### src/logic/pmdl_pkg.sv
package pmdl_pkg;
  // ==========================================
  // Register offsets
  localparam logic [5:0] ADDR_TX_FIFO   = 6'h37;
  localparam logic [5:0] ADDR_CONTROL   = 6'h3d;
  localparam logic [5:0] ADDR_HOLD      = 6'h3e;
  localparam logic [5:0] ADDR_EDGE_SEL  = 6'h3f;
  // ==========================================
  // Field positions of the control register
  localparam int BIT_DEJIT   = 7;
  localparam int BIT_IPOL    = 6;
  localparam int BIT_RHIE    = 5;
  localparam int BIT_RXEN    = 4;
  localparam int BIT_EOM     = 2;
  localparam int BIT_THIE    = 1;
  localparam int BIT_TXEN    = 0;
  // Field positions of the edge select register
  localparam int BIT_RISE    = 1;
  localparam int BIT_FALL    = 0;
  // ==========================================
  // Reset values
  localparam logic [7:0] CONTROL_RST  = 8'h00;
  localparam logic [7:0] HOLD_RST     = 8'h00;
  localparam logic [1:0] EDGE_RST     = 2'h0;
  // ==========================================
  // Serial constants
  localparam logic [7:0]  HDLC_FLAG    = 8'h7e;
  localparam logic [15:0] CRC_INIT     = 16'hffff;
  localparam logic [15:0] CRC_POLY     = 16'h8408;
  localparam logic [2:0]  ONES_LIMIT   = 3'h5;
  localparam logic [3:0]  BYTE_LAST    = 4'h7;
  localparam logic [3:0]  FCS_LAST     = 4'hf;

  typedef enum logic [1:0] {
    PMDL_FLAG,
    PMDL_DATA,
    PMDL_FCS,
    PMDL_ABORT
  } pmdl_state_e;
endpackage : pmdl_pkg

### src/logic/pmdl_edge_det.sv
`timescale 1ns/100ps
module pmdl_edge_det #(
  parameter int                 N_ALARM   = 8,
  parameter logic [N_ALARM-1:0] RISE_ONLY = '0
) (
  // Clock and reset
  input  wire logic               core_clk,
  input  wire logic               nrst,
  // Edge selection
  input  wire logic               rise_sel,
  input  wire logic               fall_sel,
  // Alarms and request set pulses
  input  wire logic [N_ALARM-1:0] alarm,
  output logic      [N_ALARM-1:0] irq_set
);
  logic [N_ALARM-1:0] alarm_reg;

  always_ff @(posedge core_clk or negedge nrst) begin
    if (!nrst) begin
      alarm_reg <= '0;
    end else begin
      alarm_reg <= alarm;
    end
  end

  genvar g;
  generate
    for (g = 0; g < N_ALARM; g++) begin : g_alarm
      wire rise_ev = alarm[g] & ~alarm_reg[g];
      wire fall_ev = ~alarm[g] & alarm_reg[g];
      // Some request bits ignore the selection and always follow entry
      assign irq_set[g] = RISE_ONLY[g] ? rise_ev :
                          ((rise_sel & rise_ev) | (fall_sel & fall_ev));
    end
  endgenerate

  // ==========================================
  // Checks
  a_no_sel_blocks: assert property (@(posedge core_clk) disable iff (!nrst)
    (!rise_sel && !fall_sel) |-> ((irq_set & ~RISE_ONLY) == '0))
    else $error("request set with no edge selected");
  a_rise_sets: assert property (@(posedge core_clk) disable iff (!nrst)
    rise_sel |-> ((alarm & ~$past(alarm) & ~irq_set) == '0))
    else $error("rising alarm did not set request");
  a_fixed_rising: assert property (@(posedge core_clk) disable iff (!nrst)
    ((irq_set & RISE_ONLY) == (alarm & ~$past(alarm) & RISE_ONLY)))
    else $error("fixed request bits did not follow rising edge");
  a_fall_sets: assert property (@(posedge core_clk) disable iff (!nrst)
    fall_sel |-> ((~alarm & $past(alarm) & ~RISE_ONLY & ~irq_set) == '0))
    else $error("falling alarm did not set request");
  c_both_edges: cover property (@(posedge core_clk) disable iff (!nrst)
    rise_sel && fall_sel && (irq_set != '0));
endmodule : pmdl_edge_det

### src/logic/pmdl_tx_ctl.sv
`timescale 1ns/100ps
module pmdl_tx_ctl #(
  parameter int                 FIFO_DEPTH = 16,
  parameter int                 N_ALARM    = 8,
  parameter logic [N_ALARM-1:0] RISE_ONLY  = '0
) (
  // Clock and reset
  input  wire logic               core_clk,
  input  wire logic               nrst,
  // Processor register port
  input  wire logic [5:0]         cpu_addr,
  input  wire logic [7:0]         cpu_wdata,
  input  wire logic               cpu_wr,
  input  wire logic               cpu_rd,
  output logic      [7:0]         cpu_rdata,
  // Counter low-byte read from the counter bank
  input  wire logic               ctr_lo_read,
  input  wire logic [7:0]         ctr_high_byte,
  // Transmit framer side
  input  wire logic               frame_format_select,
  input  wire logic               pmdl_bit_en,
  input  wire logic               ext_cbit,
  input  wire logic               stuff_cbit,
  output logic                    pmdl_cbit,
  // Control outputs to the rest of the device
  output logic                    dejitter_on,
  output logic                    irq_active_low,
  output logic                    rx_half_irq_en,
  output logic                    rx_hdlc_en,
  output logic                    tx_half_irq_en,
  output logic                    pmdl_tx_enable,
  output logic                    tx_msg_done,
  output logic                    tx_abort,
  // Alarm edge logic
  input  wire logic [N_ALARM-1:0] alarm,
  output logic      [N_ALARM-1:0] irq_set
);
  localparam int PW = $clog2(FIFO_DEPTH);

  // ==========================================
  // Register decode
  wire wr_ctl   = cpu_wr && (cpu_addr == pmdl_pkg::ADDR_CONTROL);
  wire wr_edge  = cpu_wr && (cpu_addr == pmdl_pkg::ADDR_EDGE_SEL);
  wire wr_fifo  = cpu_wr && (cpu_addr == pmdl_pkg::ADDR_TX_FIFO);

  logic [7:0]           ctl_reg;
  logic [7:0]           hold_reg;
  logic [1:0]           edge_reg;
  logic                 eom_reg;
  logic [7:0]           fifo_mem [FIFO_DEPTH];
  logic [PW-1:0]        wr_ptr_reg;
  logic [PW-1:0]        rd_ptr_reg;
  logic [PW:0]          count_reg;
  pmdl_pkg::pmdl_state_e state_reg;
  logic [15:0]          shift_reg;
  logic [15:0]          crc_reg;
  logic [3:0]           bit_cnt_reg;
  logic [2:0]           ones_reg;
  logic                 cbit_reg;
  logic                 eom_clr;

  assign pmdl_tx_enable = ctl_reg[pmdl_pkg::BIT_TXEN];
  assign dejitter_on    = ctl_reg[pmdl_pkg::BIT_DEJIT];
  assign irq_active_low = ctl_reg[pmdl_pkg::BIT_IPOL];
  assign rx_half_irq_en = ctl_reg[pmdl_pkg::BIT_RHIE];
  assign rx_hdlc_en     = ctl_reg[pmdl_pkg::BIT_RXEN];
  assign tx_half_irq_en = ctl_reg[pmdl_pkg::BIT_THIE];

  wire [7:0] ctl_view = {ctl_reg[7:3], eom_reg, ctl_reg[1:0]};
  wire [7:0] rd_mux   = (cpu_addr == pmdl_pkg::ADDR_CONTROL)  ? ctl_view :
                        (cpu_addr == pmdl_pkg::ADDR_HOLD)     ? hold_reg :
                        (cpu_addr == pmdl_pkg::ADDR_EDGE_SEL) ? {6'h00, edge_reg} :
                        8'h00;

  // ==========================================
  // Control, edge select and hold registers
  always_ff @(posedge core_clk or negedge nrst) begin
    if (!nrst) begin
      ctl_reg  <= pmdl_pkg::CONTROL_RST;
      edge_reg <= pmdl_pkg::EDGE_RST;
      hold_reg <= pmdl_pkg::HOLD_RST;
    end else begin
      if (wr_ctl) begin
        ctl_reg <= {cpu_wdata[7:4], 1'b0, 1'b0, cpu_wdata[1:0]};
      end
      // Upper bits are not stored; software is expected to write zeros there
      if (wr_edge) begin
        edge_reg <= cpu_wdata[1:0];
      end
      if (ctr_lo_read) begin
        hold_reg <= ctr_high_byte;
      end
    end
  end

  // Software sets, hardware clears after the FCS; a set in the same cycle wins
  wire eom_set = wr_ctl && cpu_wdata[pmdl_pkg::BIT_EOM] && cpu_wdata[pmdl_pkg::BIT_TXEN];
  wire tx_off  = !pmdl_tx_enable;

  always_ff @(posedge core_clk or negedge nrst) begin
    if (!nrst) begin
      eom_reg   <= 1'b0;
      cpu_rdata <= 8'h00;
    end else begin
      eom_reg   <= eom_set | (eom_reg & ~eom_clr & ~tx_off);
      if (cpu_rd) begin
        cpu_rdata <= rd_mux;
      end
    end
  end

  // ==========================================
  // Transmit FIFO
  wire fifo_empty = (count_reg == '0);
  wire fifo_full  = (count_reg == (PW+1)'(FIFO_DEPTH));
  wire push       = wr_fifo && pmdl_tx_enable && !fifo_full;
  wire in_body    = (state_reg == pmdl_pkg::PMDL_DATA) || (state_reg == pmdl_pkg::PMDL_FCS);
  wire stuff_now  = in_body && (ones_reg == pmdl_pkg::ONES_LIMIT);
  wire byte_end   = pmdl_bit_en && (state_reg != pmdl_pkg::PMDL_FCS)
                    && (bit_cnt_reg == pmdl_pkg::BYTE_LAST) && !stuff_now;
  wire pop        = byte_end && !fifo_empty && (state_reg != pmdl_pkg::PMDL_ABORT);
  wire [7:0] head = fifo_mem[rd_ptr_reg];

  always_ff @(posedge core_clk) begin
    if (push) begin
      fifo_mem[wr_ptr_reg] <= cpu_wdata;
    end
  end

  always_ff @(posedge core_clk or negedge nrst) begin
    if (!nrst) begin
      wr_ptr_reg <= '0;
      rd_ptr_reg <= '0;
      count_reg  <= '0;
    end else if (tx_off) begin
      wr_ptr_reg <= '0;
      rd_ptr_reg <= '0;
      count_reg  <= '0;
    end else begin
      if (push) wr_ptr_reg <= (wr_ptr_reg == PW'(FIFO_DEPTH-1)) ? '0 : wr_ptr_reg + 1'b1;
      if (pop)  rd_ptr_reg <= (rd_ptr_reg == PW'(FIFO_DEPTH-1)) ? '0 : rd_ptr_reg + 1'b1;
      count_reg <= count_reg + (PW+1)'(push) - (PW+1)'(pop);
    end
  end

  // ==========================================
  // HDLC serialiser, LSB first, one bit per framer enable
  wire out_bit   = stuff_now ? 1'b0 : shift_reg[0];
  wire fcs_end   = pmdl_bit_en && (state_reg == pmdl_pkg::PMDL_FCS)
                   && (bit_cnt_reg == pmdl_pkg::FCS_LAST) && !stuff_now;
  wire crc_fb    = crc_reg[0] ^ shift_reg[0];
  wire [15:0] crc_step = {1'b0, crc_reg[15:1]} ^ (crc_fb ? pmdl_pkg::CRC_POLY : 16'h0000);
  // Leaving data with an empty FIFO: FCS if the message is closed, else abort
  wire [15:0] crc_last = crc_step;
  assign eom_clr       = fcs_end;

  always_ff @(posedge core_clk or negedge nrst) begin
    if (!nrst) begin
      state_reg   <= pmdl_pkg::PMDL_FLAG;
      shift_reg   <= {8'h00, pmdl_pkg::HDLC_FLAG};
      crc_reg     <= pmdl_pkg::CRC_INIT;
      bit_cnt_reg <= 4'h0;
      ones_reg    <= 3'h0;
      tx_msg_done <= 1'b0;
      tx_abort    <= 1'b0;
    end else if (tx_off) begin
      state_reg   <= pmdl_pkg::PMDL_FLAG;
      shift_reg   <= {8'h00, pmdl_pkg::HDLC_FLAG};
      bit_cnt_reg <= 4'h0;
      ones_reg    <= 3'h0;
      tx_msg_done <= 1'b0;
      tx_abort    <= 1'b0;
    end else begin
      tx_msg_done <= fcs_end;
      tx_abort    <= 1'b0;
      if (pmdl_bit_en) begin
        ones_reg <= (stuff_now || !out_bit || !in_body) ? 3'h0 : ones_reg + 3'h1;
        if (!stuff_now) begin
          bit_cnt_reg <= bit_cnt_reg + 4'h1;
          shift_reg   <= {1'b0, shift_reg[15:1]};
          if (state_reg == pmdl_pkg::PMDL_DATA) crc_reg <= crc_step;
        end
        case (state_reg)
          pmdl_pkg::PMDL_FLAG, pmdl_pkg::PMDL_ABORT: begin
            if (byte_end) begin
              bit_cnt_reg <= 4'h0;
              crc_reg     <= pmdl_pkg::CRC_INIT;
              if (pop) begin                       // An abort always closes with a flag, since pop is blocked in the abort state; data can follow only from a flag
                state_reg <= pmdl_pkg::PMDL_DATA;
                shift_reg <= {8'h00, head};
              end else begin
                state_reg <= pmdl_pkg::PMDL_FLAG;
                shift_reg <= {8'h00, pmdl_pkg::HDLC_FLAG};
              end
            end
          end
          pmdl_pkg::PMDL_DATA: begin
            if (byte_end) begin
              bit_cnt_reg <= 4'h0;
              if (!fifo_empty) begin
                shift_reg <= {8'h00, head};
              end else if (eom_reg) begin
                state_reg <= pmdl_pkg::PMDL_FCS;
                shift_reg <= ~crc_last;
              end else begin
                state_reg <= pmdl_pkg::PMDL_ABORT;
                shift_reg <= 16'h00ff;
                tx_abort  <= 1'b1;
              end
            end
          end
          pmdl_pkg::PMDL_FCS: begin
            if (fcs_end) begin
              state_reg   <= pmdl_pkg::PMDL_FLAG;
              shift_reg   <= {8'h00, pmdl_pkg::HDLC_FLAG};
              bit_cnt_reg <= 4'h0;
            end
          end
          default: state_reg <= pmdl_pkg::PMDL_FLAG;
        endcase
      end
    end
  end

  // ==========================================
  // Source select for the PMDL C-bits
  wire src_bit = pmdl_tx_enable      ? out_bit :
                 frame_format_select ? stuff_cbit : ext_cbit;

  always_ff @(posedge core_clk or negedge nrst) begin
    if (!nrst) begin
      cbit_reg <= 1'b0;
    end else if (pmdl_bit_en) begin
      cbit_reg <= src_bit;
    end
  end
  assign pmdl_cbit = cbit_reg;

  // ==========================================
  // Alarm edge selection
  pmdl_edge_det #(
    .N_ALARM   (N_ALARM),
    .RISE_ONLY (RISE_ONLY)
  ) u_edge (
    .core_clk (core_clk),
    .nrst     (nrst),
    .rise_sel (edge_reg[pmdl_pkg::BIT_RISE]),
    .fall_sel (edge_reg[pmdl_pkg::BIT_FALL]),
    .alarm    (alarm),
    .irq_set  (irq_set)
  );

  // ==========================================
  // Checks
  a_src_enabled: assert property (@(posedge core_clk) disable iff (!nrst)
    (pmdl_bit_en && pmdl_tx_enable) |=> (pmdl_cbit == $past(out_bit)))
    else $error("enabled PMDL bit not from transmitter");
  a_src_disabled: assert property (@(posedge core_clk) disable iff (!nrst)
    (pmdl_bit_en && !pmdl_tx_enable)
    |=> (pmdl_cbit == ($past(frame_format_select) ? $past(stuff_cbit) : $past(ext_cbit))))
    else $error("disabled PMDL bit from wrong source");
  a_idle_flags: assert property (@(posedge core_clk) disable iff (!nrst)
    (byte_end && state_reg == pmdl_pkg::PMDL_FLAG && fifo_empty && pmdl_tx_enable)
    |=> (state_reg == pmdl_pkg::PMDL_FLAG && shift_reg[7:0] == pmdl_pkg::HDLC_FLAG))
    else $error("idle transmitter not sending flags");
  a_disable_flush: assert property (@(posedge core_clk) disable iff (!nrst)
    (wr_ctl && !cpu_wdata[pmdl_pkg::BIT_TXEN]) |=> ##1 (count_reg == '0 && !tx_msg_done))
    else $error("disable did not flush FIFO");
  a_fcs_after_eom: assert property (@(posedge core_clk) disable iff (!nrst)
    (byte_end && state_reg == pmdl_pkg::PMDL_DATA && fifo_empty && eom_reg && pmdl_tx_enable)
    |=> (state_reg == pmdl_pkg::PMDL_FCS && shift_reg == ~$past(crc_step)))
    else $error("FCS not started after last byte");
  a_hold_capture: assert property (@(posedge core_clk) disable iff (!nrst)
    ctr_lo_read |=> (hold_reg == $past(ctr_high_byte)))
    else $error("hold register missed high byte");
  a_hold_keeps: assert property (@(posedge core_clk) disable iff (!nrst)
    !ctr_lo_read |=> $stable(hold_reg))
    else $error("hold register changed without low-byte read");
  a_edge_reserved: assert property (@(posedge core_clk) disable iff (!nrst)
    (cpu_rd && cpu_addr == pmdl_pkg::ADDR_EDGE_SEL) |=> (cpu_rdata[7:2] == 6'h00))
    else $error("reserved edge bits read nonzero");
  c_msg_sent: cover property (@(posedge core_clk) disable iff (!nrst) tx_msg_done);
  c_abort:    cover property (@(posedge core_clk) disable iff (!nrst) tx_abort);
  c_fifo_full: cover property (@(posedge core_clk) disable iff (!nrst) fifo_full);
endmodule : pmdl_tx_ctl

### config.mk
export PLATFORM = sky130hd
export DESIGN_NAME = pmdl_tx_ctl
export DESIGN_NICKNAME = d
export VERILOG_FILES = /design/src/logic/pmdl_pkg.sv /design/src/logic/pmdl_edge_det.sv /design/src/logic/pmdl_tx_ctl.sv
export SDC_FILE = /design/constraint.sdc
export NUM_CORES = 1
export LEC_CHECK = 0
export BUFFER_PORTS_ARGS = -buffer_cell sky130_fd_sc_hd__buf_2
export CAP_MARGIN = 20
export CELL_PAD_IN_SITES_DETAIL_PLACEMENT = 1
export CELL_PAD_IN_SITES_GLOBAL_PLACEMENT = 1
export CORE_ASPECT_RATIO = 0.75
export CORE_MARGIN = 2
export CORE_UTILIZATION = 54
export CTS_CLUSTER_SIZE = 25
export DETAILED_ROUTE_END_ITERATION = 16
export PLACE_DENSITY_LB_ADDON = 0.1
export SYNTH_ARGS = -nofsm -noshare
export SYNTH_HDL_FRONTEND = slang
export SYNTH_HIERARCHICAL = 1
export SYNTH_SLANG_ARGS = --single-unit
### constraint.sdc
create_clock -name core_clk -period 5.07 [get_ports core_clk]
set_clock_uncertainty 0.1 [all_clocks]
set_input_delay 0.507 -clock core_clk [delete_from_list [all_inputs] [get_ports core_clk]]
set_output_delay 0.507 -clock core_clk [all_outputs]
set_load 0.02 [all_outputs]
# == After elaboration in Yosys (flattened, before gate mapping) ==
# Memories as Yosys holds them, arrays and structs flattened.
# Index checks and enable logic that the tools add are counted.
# Widths: inputs -> output; s select.
# op_classes
addsub,6
eq_ne,22
n_mux,55
bitwise_logic,63
n_reduce_logical,30
# ops
op,count
$mux 16,13
$pmux 16 s3,1
$mux 4,11
$and 1x1->1,34
$eq 6x6->1 const B,4
$mux 8,3
$not 1->1,17
$logic_and 1x1->1,16
$not 16->16,1
$xor 15x16->16,1
$mux 1,14
$mux 2,7
$add 4x1->4 const B,3
$eq 4x4->1 const B,3
$ne 3x3->1 const B,4
$mux 3,3
$or 1x1->1,9
$pmux 4 s2,1
$ne 2x2->1 const B,3
$pmux 2 s3,1
$add 5x1->5,1
$eq 5x5->1 const B,1
$logic_not 1->1,5
$logic_not 5->1,1
other kinds (15),19
# word_totals
reg_bits,90
ram_bits,128
word_cells,194
n_memories,1
# memory_table
memory,words,width,read_ports,rd_ports_with_merged_regs,wr,line,rtl
fifo_mem,16,8,1,0,1,pmdl_tx_ctl.sv:50,logic [7:0] fifo_mem [FIFO_DEPTH];

# == Logic depth before layout (Yosys ltp) ==
# Gate-level depths: netlist (run 1).
# logic_depth
depth_word,12
ltp_mapped,15
depth_no_buf,15

# == By module ==
# The synthesis (run 1) kept the hierarchy.
# modules_own_cells
mod,instances,cells_per_inst,area_per_inst_um2
pmdl_tx_ctl,1,688,9532.9
pmdl_edge_det,1,34,359.1

# == Worst setup path before layout (run 1) ==
# Ideal clock, no wire load.
# synth_timing
path_type,reg2reg
start,register state_reg[0]
end,register count_reg[4]
arrival_ns,2.821
t_required_ns,4.834
slack_ns,2.013
stages_incl_launch_ff,16
cell_sequence,dfrtp_1 inv_1 ha_1 and3b_1 buf_2 nor4_4 ha_1 inv_1 ha_1 inv_1 fa_1 inv_1 a21oi_1 nor2_1 or3_1 a21oi_1
# synth_between
elab_chain_cells,9
# synth_rtl
element,line,rtl
start: declaration,pmdl_tx_ctl.sv:54,pmdl_pkg::pmdl_state_e state_reg;
start signal: assignment,pmdl_tx_ctl.sv:159,state_reg <= pmdl_pkg::PMDL_FLAG;
start signal: assignment,pmdl_tx_ctl.sv:167,state_reg <= pmdl_pkg::PMDL_FLAG;
start signal: assignment,pmdl_tx_ctl.sv:189,state_reg <= pmdl_pkg::PMDL_DATA;
$eq 2x1->1 / $eq 2x2->1 (equally long branches),pmdl_tx_ctl.sv:117,wire in_body = (state_reg == pmdl_pkg::PMDL_DATA) || (state_reg == pmdl_pkg::PMDL_FCS);
$logic_or 1x1->1,pmdl_tx_ctl.sv:117,
$logic_and 1x1->1,pmdl_tx_ctl.sv:118,wire stuff_now = in_body && (ones_reg == pmdl_pkg::ONES_LIMIT);
$logic_not 1->1,n/a,
$logic_and 1x1->1,pmdl_tx_ctl.sv:120,&& (bit_cnt_reg == pmdl_pkg::BYTE_LAST) && !stuff_now;
$logic_and 1x1->1,pmdl_tx_ctl.sv:121,wire pop = byte_end && !fifo_empty && (state_reg != pmdl_pkg::PMDL_ABORT);
$logic_and 1x1->1 *,pmdl_tx_ctl.sv:121,
$sub 5x1->5 *,pmdl_tx_ctl.sv:142,count_reg <= count_reg + (PW+1)'(push) - (PW+1)'(pop);
$mux 5 *,pmdl_tx_ctl.sv:135,end else if (tx_off) begin
end signal: assignment,pmdl_tx_ctl.sv:142,
end: declaration,pmdl_tx_ctl.sv:53,logic [PW:0] count_reg;
# Mark *: on every way between the ends. The rest lies on a longest branch, timed or not.
# A chain may end at the register's enable or synchronous reset.

# == Worst setup path after layout (run 1) ==
# Same ends and word-level chain as after synthesis.

==> impl_metrics.env, run 1 <==
export IMPL_die_area_um2=19400
export IMPL_synth_nets=779
export IMPL_crit_fanout=23
export IMPL_endpoint_kind="flip-flop"
export IMPL_worst_pin_slew_ps=974
export IMPL_ctsResizeCount=0
export IMPL_drv_cap=0
export IMPL_core_um2=17800
export IMPL_async_reset_ff_share_pct=41.3
export IMPL_cts_path_max_buffers=3
export IMPL_preCtsSetupSlack_ps=1220
export IMPL_finalPower_uw=3730
export IMPL_p_per_area_nw_per_um2=336
export IMPL_ys_ff_latch=218
export IMPL_wire_per_inst_um=25.0
export IMPL_portBuffers=63
export IMPL_crit_type="flip-flop to flip-flop"
export IMPL_syn_area_per_cell_um2=13.7
export IMPL_clk_pin_slew_ps=70
export IMPL_drive_above_1_share_pct=22.7
export IMPL_grt_overflow=0
export IMPL_hold_path_class="primary input to flip-flop"
export IMPL_largest_register_ffs=128
export IMPL_ant_nets=0
export IMPL_synth_cells=722
export IMPL_root_buffer="clkbuf_16"
export IMPL_start_util_pct=55.5
export IMPL_netlist_area_um2=9890
export IMPL_drt_pass1_iter_count=5
export IMPL_drt_total_wl_mm=25.8
export IMPL_antenna_cells=0
export IMPL_yosysSeqAreaShare_pct=61.9
export IMPL_vias=6533
export IMPL_fmax_ghz=0.256
export IMPL_status="completed"
export IMPL_drc_errors=0
export IMPL_timing_final_crit_share_pct=76.9
export IMPL_drt_iter0_drc=694
export IMPL_slew_headroom_pct=34.9
export IMPL_die_width_um=160
export IMPL_grt_total_usage_pct=27.3
export IMPL_ys_types=64
export IMPL_clock_sinks=218
export IMPL_ir_worst_vdd_v=0.000368
export IMPL_cts_max_level=1
export IMPL_rsz0062_at_grt="no"
export IMPL_grt_pass1_wl_mm=40.3
export IMPL_yosys_warnings=6
export IMPL_period_needed_ps=3900
export IMPL_clk_latency_ps=510
export IMPL_worstPathRequired_ps=5380
export IMPL_tns_ps=0
export IMPL_ios=64
export IMPL_viasPerCell=6.32
export IMPL_synth_edff_count=128
export IMPL_critPathLaunchType="flip-flop"
export IMPL_synth_flop_cell="edfxtp_1"
export IMPL_final_nets=833
export IMPL_area_growth_pct=12.2
export IMPL_grt_max_degree=59
export IMPL_slew_viol_final=0
export IMPL_arrival_ps=4210
export IMPL_n_fill_cell=1726
export IMPL_p_leak_uw=0.00410
export IMPL_rows=42
export IMPL_antenna_found_initial=0
export IMPL_fin_util_pct=62.3
export IMPL_cts_tree="yes"
export IMPL_grt_pass1_vias=6894
export IMPL_hold_violations=0
export IMPL_die_y_um=121
export IMPL_numCtsBuffers=22
export IMPL_gp_congestion=0.903
export IMPL_worst_slack_ps=1170
export IMPL_setup_viol=0
export IMPL_hpwl_mm=17.2
-- worst max-delay path, stage by stage (launching register included) --
cell and delay, ps:
dfrtp_1 400, inv_1 60, ha_1 590, and3b_1 230, buf_4 230, nor4_4 560, ha_1 330, inv_1 60
ha_1 170, inv_1 70, fa_1 450, inv_1 90, a21oi_1 70, nor2_1 130, o21ai_0 100, a21oi_1 150
-- per-stage QoR --
stage               std cells  area, um2  hold slack, ps
CTS                      1034      11100            26.7
detailed placement        993      10400             388
global route             1034      11100            33.7
global placement          993      10400             378
finish                   1034      11100            39.8
floorplan                 722       9890             111
-- placed cells by master, fill, tap and decap left out, types with 12 or more instances in the layout --
master | netlist | final
nand2_1 | 61 | 61
edfxtp_1 | 128 | 128
nor3_1 | 15 | 15
a22o_1 | 15 | 15
mux4_1 | 12 | 12
mux2i_1 | 14 | 14
nand3_1 | 29 | 29
nor2_1 | 36 | 36
a21oi_1 | 31 | 31
mux2_2 | 18 | 18
dfrtp_1 | 68 | 66
mux4_2 | 22 | 22
o221ai_1 | 12 | 12
and2_1 | 13 | 13
ha_1 | 17 | 17
buf_2 | 9 | 62
dfstp_2 | 22 | 22
clkbuf_16 | 0 | 25
o21ai_0 | 23 | 23
inv_1 | 22 | 22
-- per-layer routing --
layer  part of all wire, %  vias up  global-route usage, %
li1                      -     2885                      -
met1                    45     3370                   40.2
met2                    47      247                   44.3
met3                   6.2       31                   3.62
met4                   1.5        0                   5.69
met5                     0        -                      0
-- final timing paths --
kind	startpoint	endpoint	slack (ps)	cells past startpoint
setup / recovery	state_reg[0]	count_reg[4]	1170	15
hold / removal	alarm[4]	u_edge/alarm_reg[4]	40	1
setup reg to reg	state_reg[0]	count_reg[4]	1170	15
hold reg to reg	crc_reg[0]	crc_reg[0]	390	2
max in group asynchronous	nrst	shift_reg[8]	3310	3
min in group asynchronous	nrst	u_edge/alarm_reg[2]	420	2
-- kinds of logic (layout without fill, tap and decap cells) --
group / after synthesis / count (layout) / synth area share (%)
buf+inv: 65 / 135 / 2.93
fa+ha+maj: 18 / 18 / 2.35
simple gates: 206 / 206 / 10.6
compound gates: 141 / 141 / 9.80
xor+xnor: 8 / 8 / 0.708
mux: 66 / 66 / 11.7
flops: 218 / 218 / 61.9
-- report_power, final --
part,leakage [uW],switching (uW),internal [uW],total (uW)
Sequential,0.00227,29.8,1910,1940
Combinational,0.00148,125,63.9,189
Clock,0.000353,670,924,1590
Total,0.00410,824,2900,3730
-- layout make-up --
| type | instances | area (um2) | area share (%) |
|---|---|---|---|
| clock inverter | 7 | 37.5 | 0.338 |
| timing repair buffer | 72 | 388 | 3.50 |
| sequential | 218 | 6130 | 55.2 |
| inverter | 23 | 86.3 | 0.778 |
| clock buffer | 33 | 676 | 6.09 |
| tap | 242 | 303 | 2.73 |
| multi-input combinational | 439 | 3480 | 31.4 |
-- timing repair --
action                                 CTS  global route
buffers inserted                         0             0
endpoints found under the hold margin   27             0
hold buffers                             1             0
-- synthesized netlist by cell type (4+ instances only) --
cell type,count,area share [%]
nand3_1,29,1.5
mux4_2,22,5.0
o31ai_1,4,0.30
nor3_1,15,0.76
ha_1,17,2.2
mux2i_1,14,1.4
a22o_1,15,1.3
edfxtp_1,128,39
nand2_1,61,2.3
a31oi_1,4,0.25
nor2_1,36,1.4
nor2b_1,5,0.32
o21ai_1,6,0.30
clkbuf_1,28,1.1
a21oi_1,31,1.6
and2_1,13,0.82
dfrtp_1,68,17
xor2_1,4,0.35
nand3b_1,8,0.61
mux2_2,18,2.0
inv_1,22,0.83
o221ai_1,12,1.1
o21ai_0,23,1.2
o211ai_1,8,0.61
nand4_1,7,0.44
o311a_1,5,0.51
o22ai_1,5,0.32
dfstp_2,22,5.8
xnor2_1,4,0.35
a22oi_1,10,0.76
o22a_1,7,0.62
mux4_1,12,3.2
buf_2,9,0.46
and3_1,10,0.63
No activity file was read; power rests on OpenSTA's default activity.
==> inputs of run 2 (changes only) <==
ABC_AREA = 1   (was unset)
CORE_UTILIZATION = 43   (was 54)
clock period = 3.2 ns   (was 5.07 ns; I/O delays follow)
==> run 2 against run 1 <==
  * Highest routed layer is now met5
  * Sequential share of layout area fell by 5.9 points
  * Global-route usage fell by 3.2 points
  * Hold slack improved by 2.3 ps
  * Non-clock buffer count rose by 42
  * Final cell count rose by 56%
  * Power rose by 130%
  * Area after synthesis rose by 7.5%
  * Via count rose by 26%
  * Core utilization fell by 11 points
  * Critical path depth rose by 3
  * Clock power rose by 84%
  * Worst setup slack got worse by 920 ps
==> impl_metrics.env, run 2 <==
export IMPL_synth_common_cells="326 x nand2_1, 165 x inv_1, 128 x edfxtp_1, 128 x nand3_1, 82 x nor2_1"
export IMPL_drive_above_1_share_pct=16.0
export IMPL_yosys_warnings=6
export IMPL_drt_pass1_iter_count=5
export IMPL_placed_area_um2=11400
export IMPL_start_util_pct=44.0
export IMPL_rows=49
export IMPL_hold_violations=0
export IMPL_area_growth_pct=16.8
export IMPL_grt_overflow=0
export IMPL_finalPower_uw=8430
export IMPL_worst_pin_slew_ps=761
export IMPL_endpoint_kind="flip-flop"
export IMPL_die_width_um=186
export IMPL_stdcell_count=1616
export IMPL_yosysSeqAreaShare_pct=57.6
export IMPL_crit_type="flip-flop to flip-flop"
export IMPL_core_um2=24200
export IMPL_grt_pass1_wl_mm=48.5
export IMPL_slowest_stage="dfrtp_1"
export IMPL_synth_top_area_share_pct=36.1
export IMPL_hold_path_class="primary input to flip-flop"
export IMPL_placed_cells=1553
export IMPL_layout_common_cells="326 x nand2_1, 165 x inv_1, 128 x nand3_1, 128 x edfxtp_1, 82 x nor2_1"
export IMPL_ios=64
export IMPL_worst_slack_ps=254
export IMPL_netlist_area_um2=10600
export IMPL_p_leak_uw=0.00556
export IMPL_clk_pin_slew_ps=60
export IMPL_crit_family="adder cells"
export IMPL_die_area_um2=26000
export IMPL_grt_max_degree=63
export IMPL_cpMostUsedCell="inv_1"
export IMPL_clock_sinks=218
export IMPL_ys_ff_latch=218
export IMPL_critPathLaunchType="flip-flop"
export IMPL_crit_fanout=4
export IMPL_crit_chain="inv_1 > ha_1 > inv_2 > nand2_2 > nor2_4 > nand3_2 > nor2_4 > ha_1 > inv_1 > ha_1 > inv_1 > fa_1 > inv_1 > a21oi_1 > nor2_1 > nor2_1 > xor2_1 > nor2_1"
export IMPL_ant_nets=0
export IMPL_cts_max_level=1
export IMPL_async_reset_ff_share_pct=41.3
export IMPL_synth_most_common_cell="nand2_1"
export IMPL_ir_worst_vdd_v=0.000393
export IMPL_preCtsSetupSlack_ps=247
export IMPL_ys_types=53
export IMPL_p_per_area_nw_per_um2=678
export IMPL_hpwl_mm=20.1
export IMPL_wire_per_inst_um=18.4
export IMPL_synth_nets=1227
export IMPL_critPathMaxStageDelay_ps=390
export IMPL_numCtsBuffers=24
export IMPL_clk_latency_ps=540
export IMPL_tns_ps=0
export IMPL_vias=8241
export IMPL_fin_area_um2=12400
export IMPL_cts_tree="yes"
export IMPL_final_nets=1324
export IMPL_mostFrequentLayoutCell="nand2_1"
export IMPL_portBuffers=63
export IMPL_slew_viol_final=0
export IMPL_root_buffer="clkbuf_16"
export IMPL_synth_flop_cell="edfxtp_1"
export IMPL_synth_cells=1170
export IMPL_period_needed_ps=2950
export IMPL_cts_path_max_buffers=3
export IMPL_arrival_ps=3260
export IMPL_slew_headroom_pct=49.1
export IMPL_gp_congestion=0.820
export IMPL_viasPerCell=5.10
export IMPL_synth_edff_count=128
export IMPL_antenna_cells=0
export IMPL_status="completed"
export IMPL_grt_pass1_vias=8686
export IMPL_fmax_ghz=0.339
export IMPL_drv_cap=0
export IMPL_syn_area_per_cell_um2=9.09
export IMPL_antenna_found_initial=2
export IMPL_grt_total_usage_pct=24.1
export IMPL_die_y_um=140
export IMPL_drt_iter0_drc=478
export IMPL_largest_register_ffs=128
export IMPL_drt_total_wl_mm=29.8
export IMPL_rsz0062_at_grt="no"
export IMPL_worstPathRequired_ps=3520
export IMPL_yosys_top_cells_area="edfxtp_1 36%, dfrtp_1 16%, nand2_1 12%, nand3_1 6.0%, inv_1 5.8%"
export IMPL_drc_errors=0
export IMPL_yosysTopAreaCell="edfxtp_1"
export IMPL_path_buf_inv=5
export IMPL_setup_viol=0
export IMPL_timing_final_crit_share_pct=92.1
[run 2: cell count changes after synthesis, moves of 22 or more]
cell     delta
nand3_1    +99
o21ai_0    +29
mux4_2     -22
nor2_1     +46
inv_1     +143
nand2_1   +265
[run 2: what timing repair did]
action	4_1_cts	5_1_grt
endpoints found under the setup margin	0	1
setup buffers	0	0
hold buffers	19	0
hold endpoints to repair	46	0
resized for setup	0	1
[run 2: kinds of logic after synthesis]
| logic type | synth area share, % |
|---|---|
| compound gates | 7.06 |
| xor+xnor | 0.576 |
| fa+ha+maj | 2.19 |
| buf+inv | 9.16 |
| flops | 57.6 |
| mux | 0.847 |
| simple gates | 22.6 |
[run 2: worst paths after layout]
| path | from | end | slack (ps) | cells past startpoint |
|---|---|---|---|---|
| worst max-delay path | state_reg[0] | count_reg[4] | 250 | 18 |
| max in group asynchronous | nrst | crc_reg[4] | 2100 | 3 |
| worst max register to register | state_reg[0] | count_reg[4] | 250 | 18 |
| worst min-delay path | ctr_lo_read | hold_reg[4] | 40 | 3 |
| worst min register to register | cpu_rdata[5] | cpu_rdata[5] | 390 | 1 |
| min in group asynchronous | nrst | state_reg[1] | 160 | 2 |
[run 2: area by class of cell]
class / instances / area (um2)
Clock inverter: 9 / 156
Tap cell: 331 / 414
Timing Repair Buffer: 114 / 773
Fill cell: 2801 / 11700
Sequential cell: 218 / 6120
Multi-Input combinational cell: 724 / 3540
Inverter: 185 / 717
Clock buffer: 35 / 692
[run 2: per-stage QoR]
step | hold slack, ps | utilization (%)
3_5_place_dp | 197 | 47.1
4_1_cts | 24.0 | 51.4
5_1_grt | 37.9 | 51.4
3_3_place_gp | 196 | 47.1
6_report | 42.2 | 51.4
2_1_floorplan | -75.6 | -
[run 2: worst register-to-register path, stage by stage, from the launching register on]
cell	delay, ps
dfrtp_1	390
inv_1	80
ha_1	220
inv_2	90
nand2_2	60
nor2_4	180
nand3_2	150
nor2_4	150
ha_1	240
inv_1	60
ha_1	140
inv_1	70
fa_1	380
inv_1	90
a21oi_1	70
nor2_1	110
nor2_1	60
xor2_1	130
nor2_1	50
[run 2: metal layers]
metal  GRT usage (%)  vias up  wire (um)
li1                -     3995          -
met1            36.3     4070      15000
met2            37.1      143      13100
met3            3.64       31       1250
met4            4.72        2        405
met5               0        -         13
[run 2: power by group]
| part | total, uW | internal, uW | switching (uW) | leakage [uW] |
|---|---|---|---|---|
| logic | 2010 | 631 | 1370 | 0.00290 |
| clock network | 2930 | 1760 | 1170 | 0.000401 |
| registers | 3490 | 3290 | 199 | 0.00226 |
| total | 8430 | 5680 | 2740 | 0.00556 |
==> inputs of run 3 (changes only) <==
CELL_PAD_IN_SITES_DETAIL_PLACEMENT = 0   (was 1)
CELL_PAD_IN_SITES_GLOBAL_PLACEMENT = 2   (was 1)
CORE_UTILIZATION = 35   (was 43)
==> run 3 against run 2 <==
  * Core utilization decreased by 9.5 points
  * Maximum frequency increased by 3.2%
  * Global-route usage decreased by 5.1 points
  * Die area increased by 22%
  * Non-clock buffer count increased by 6
  * Sequential share of layout area decreased by 0.59 points
  * Worst setup slack improved by 92 ps
  * Largest cell class unchanged
  * Largest power group unchanged
  * Wire length decreased by 1.3%
  * Critical path type unchanged
  * First-iteration DRC count increased by 46%
  * Critical path depth unchanged
  * Combinational power about the same
==> impl_metrics.env, run 3 (synthesized netlist as in run 2, its figures left out) <==
export IMPL_status="completed"
export IMPL_wl_met2_mm=11.6
export IMPL_crit_fanout=4
export IMPL_area_growth_pct=18.2
export IMPL_root_buffer="clkbuf_16"
export IMPL_rows=55
export IMPL_hold_violations=0
export IMPL_period_needed_ps=2850
export IMPL_fmax_ghz=0.350
export IMPL_setup_viol=0
export IMPL_p_leak_uw=0.00560
export IMPL_start_util_pct=35.5
export IMPL_endpoint_kind="flip-flop"
export IMPL_drt_total_wl_mm=29.4
export IMPL_cts_tree="yes"
export IMPL_grt_overflow=0
export IMPL_dr_wl_met3_mm=1.41
export IMPL_crit_type="flip-flop to flip-flop"
export IMPL_grt_pass1_wl_mm=46.0
export IMPL_antenna_cells=0
export IMPL_cpMostUsedCell="inv_1"
export IMPL_wl_met1_mm=16.0
export IMPL_viasPerCell=4.71
export IMPL_clock_sinks=218
export IMPL_fin_area_um2=12600
export IMPL_n_fill_cell=3092
export IMPL_drive_above_1_share_pct=16.1
export IMPL_hpwl_mm=19.6
export IMPL_rsz0062_at_grt="no"
export IMPL_layout_common_cells="326 x nand2_1, 165 x inv_1, 128 x nand3_1, 128 x edfxtp_1, 82 x nor2_1"
export IMPL_drt_pass1_iter_count=5
export IMPL_crit_family="adder cells"
export IMPL_antenna_found_initial=1
export IMPL_placed_cells=1625
export IMPL_wire_per_inst_um=17.4
export IMPL_tns_ps=0
export IMPL_grt_max_degree=91
export IMPL_die_area_um2=31800
export IMPL_gp_congestion=0.810
export IMPL_worst_pin_slew_ps=772
export IMPL_slowest_stage="dfrtp_1"
export IMPL_core_um2=30000
export IMPL_mostFrequentLayoutCell="nand2_1"
export IMPL_placed_area_um2=11500
export IMPL_stdcell_count=1690
export IMPL_vias=7967
export IMPL_critPathMaxStageDelay_ps=380
export IMPL_portBuffers=63
export IMPL_die_width_um=205
export IMPL_slew_viol_final=0
export IMPL_arrival_ps=3180
export IMPL_p_per_area_nw_per_um2=677
export IMPL_clk_latency_ps=550
export IMPL_finalPower_uw=8520
export IMPL_worstPathRequired_ps=3530
export IMPL_final_nets=1330
export IMPL_drt_iter0_drc=699
export IMPL_path_buf_inv=5
export IMPL_die_y_um=155
export IMPL_clk_pin_slew_ps=60
export IMPL_cts_max_level=1
export IMPL_ir_worst_vdd_v=0.000381
export IMPL_largest_register_ffs=128
export IMPL_hold_path_class="primary input to flip-flop"
export IMPL_numCtsBuffers=24
export IMPL_dr_max_layer_used="met5"
export IMPL_drc_errors=0
export IMPL_ant_nets=0
export IMPL_ios=64
export IMPL_fin_util_pct=41.9
export IMPL_grt_total_usage_pct=19.0
export IMPL_drv_cap=0
export IMPL_critPathLaunchType="flip-flop"
export IMPL_timing_final_crit_share_pct=89.2
export IMPL_cts_path_max_buffers=3
export IMPL_slew_headroom_pct=48.5
export IMPL_crit_chain="inv_1 > ha_1 > inv_2 > nand2_2 > nor2_4 > nand3_2 > nor2_2 > ha_1 > inv_1 > ha_1 > inv_1 > fa_1 > inv_1 > a21oi_1 > nor2_1 > nor2_1 > xor2_1 > nor2_1"
export IMPL_grt_pass1_vias=7680
-- run 3: cell type report --
| cell class | count | area (um2) | share of cell area, % |
|---|---|---|---|
| clock inverters | 11 | 215 | 1.71 |
| repair buffers | 120 | 823 | 6.55 |
| multi-input cells | 724 | 3540 | 28.1 |
| clock buffers | 33 | 654 | 5.21 |
| well taps | 399 | 499 | 3.97 |
| flip-flops and latches | 218 | 6120 | 48.7 |
| inverters | 185 | 717 | 5.70 |
-- run 3: metrics by stage --
stage / hold WS [ps] / setup WS (ps)
CTS: 0.728 / 348
floorplan: -75.6 / 330
global placement: 318 / 384
global route: 39.3 / 82.1
detailed placement: 319 / 359
finish: 32.4 / 346
-- run 3: repair_timing --
item | CTS | global route
hold buffers | 21 | 0
resized for setup | 0 | 0
setup buffers | 0 | 0
endpoints found under the hold margin | 86 | 0
-- run 3: final timing paths --
kind	start	to	slack, ps	depth (start not counted)
min	ctr_lo_read	hold_reg[1]	30	3
max reg2reg	state_reg[0]	count_reg[4]	350	18
min reg2reg	cpu_rdata[4]	cpu_rdata[4]	390	1
max	state_reg[0]	count_reg[4]	350	18
min in group asynchronous	nrst	bit_cnt_reg[3]	250	3
max in group asynchronous	nrst	rd_ptr_reg[0]	2290	3
-- run 3: worst min-delay path, stage by stage --
cell and delay [ps]:
buf_2 170, nand2_1 70, o21ai_0 70
-- run 3: power by group --
part           internal, uW  switching (uW)
Sequential             3290             200
Clock                  1850            1190
Combinational           636            1350
Total                  5780            2730
-- run 3: per-layer routing --
metal	vias to the layer above	track usage [%]
li1	4001	-
met1	3793	31.4
met2	141	25.7
met3	30	3.41
met4	2	2.98
met5	-	0
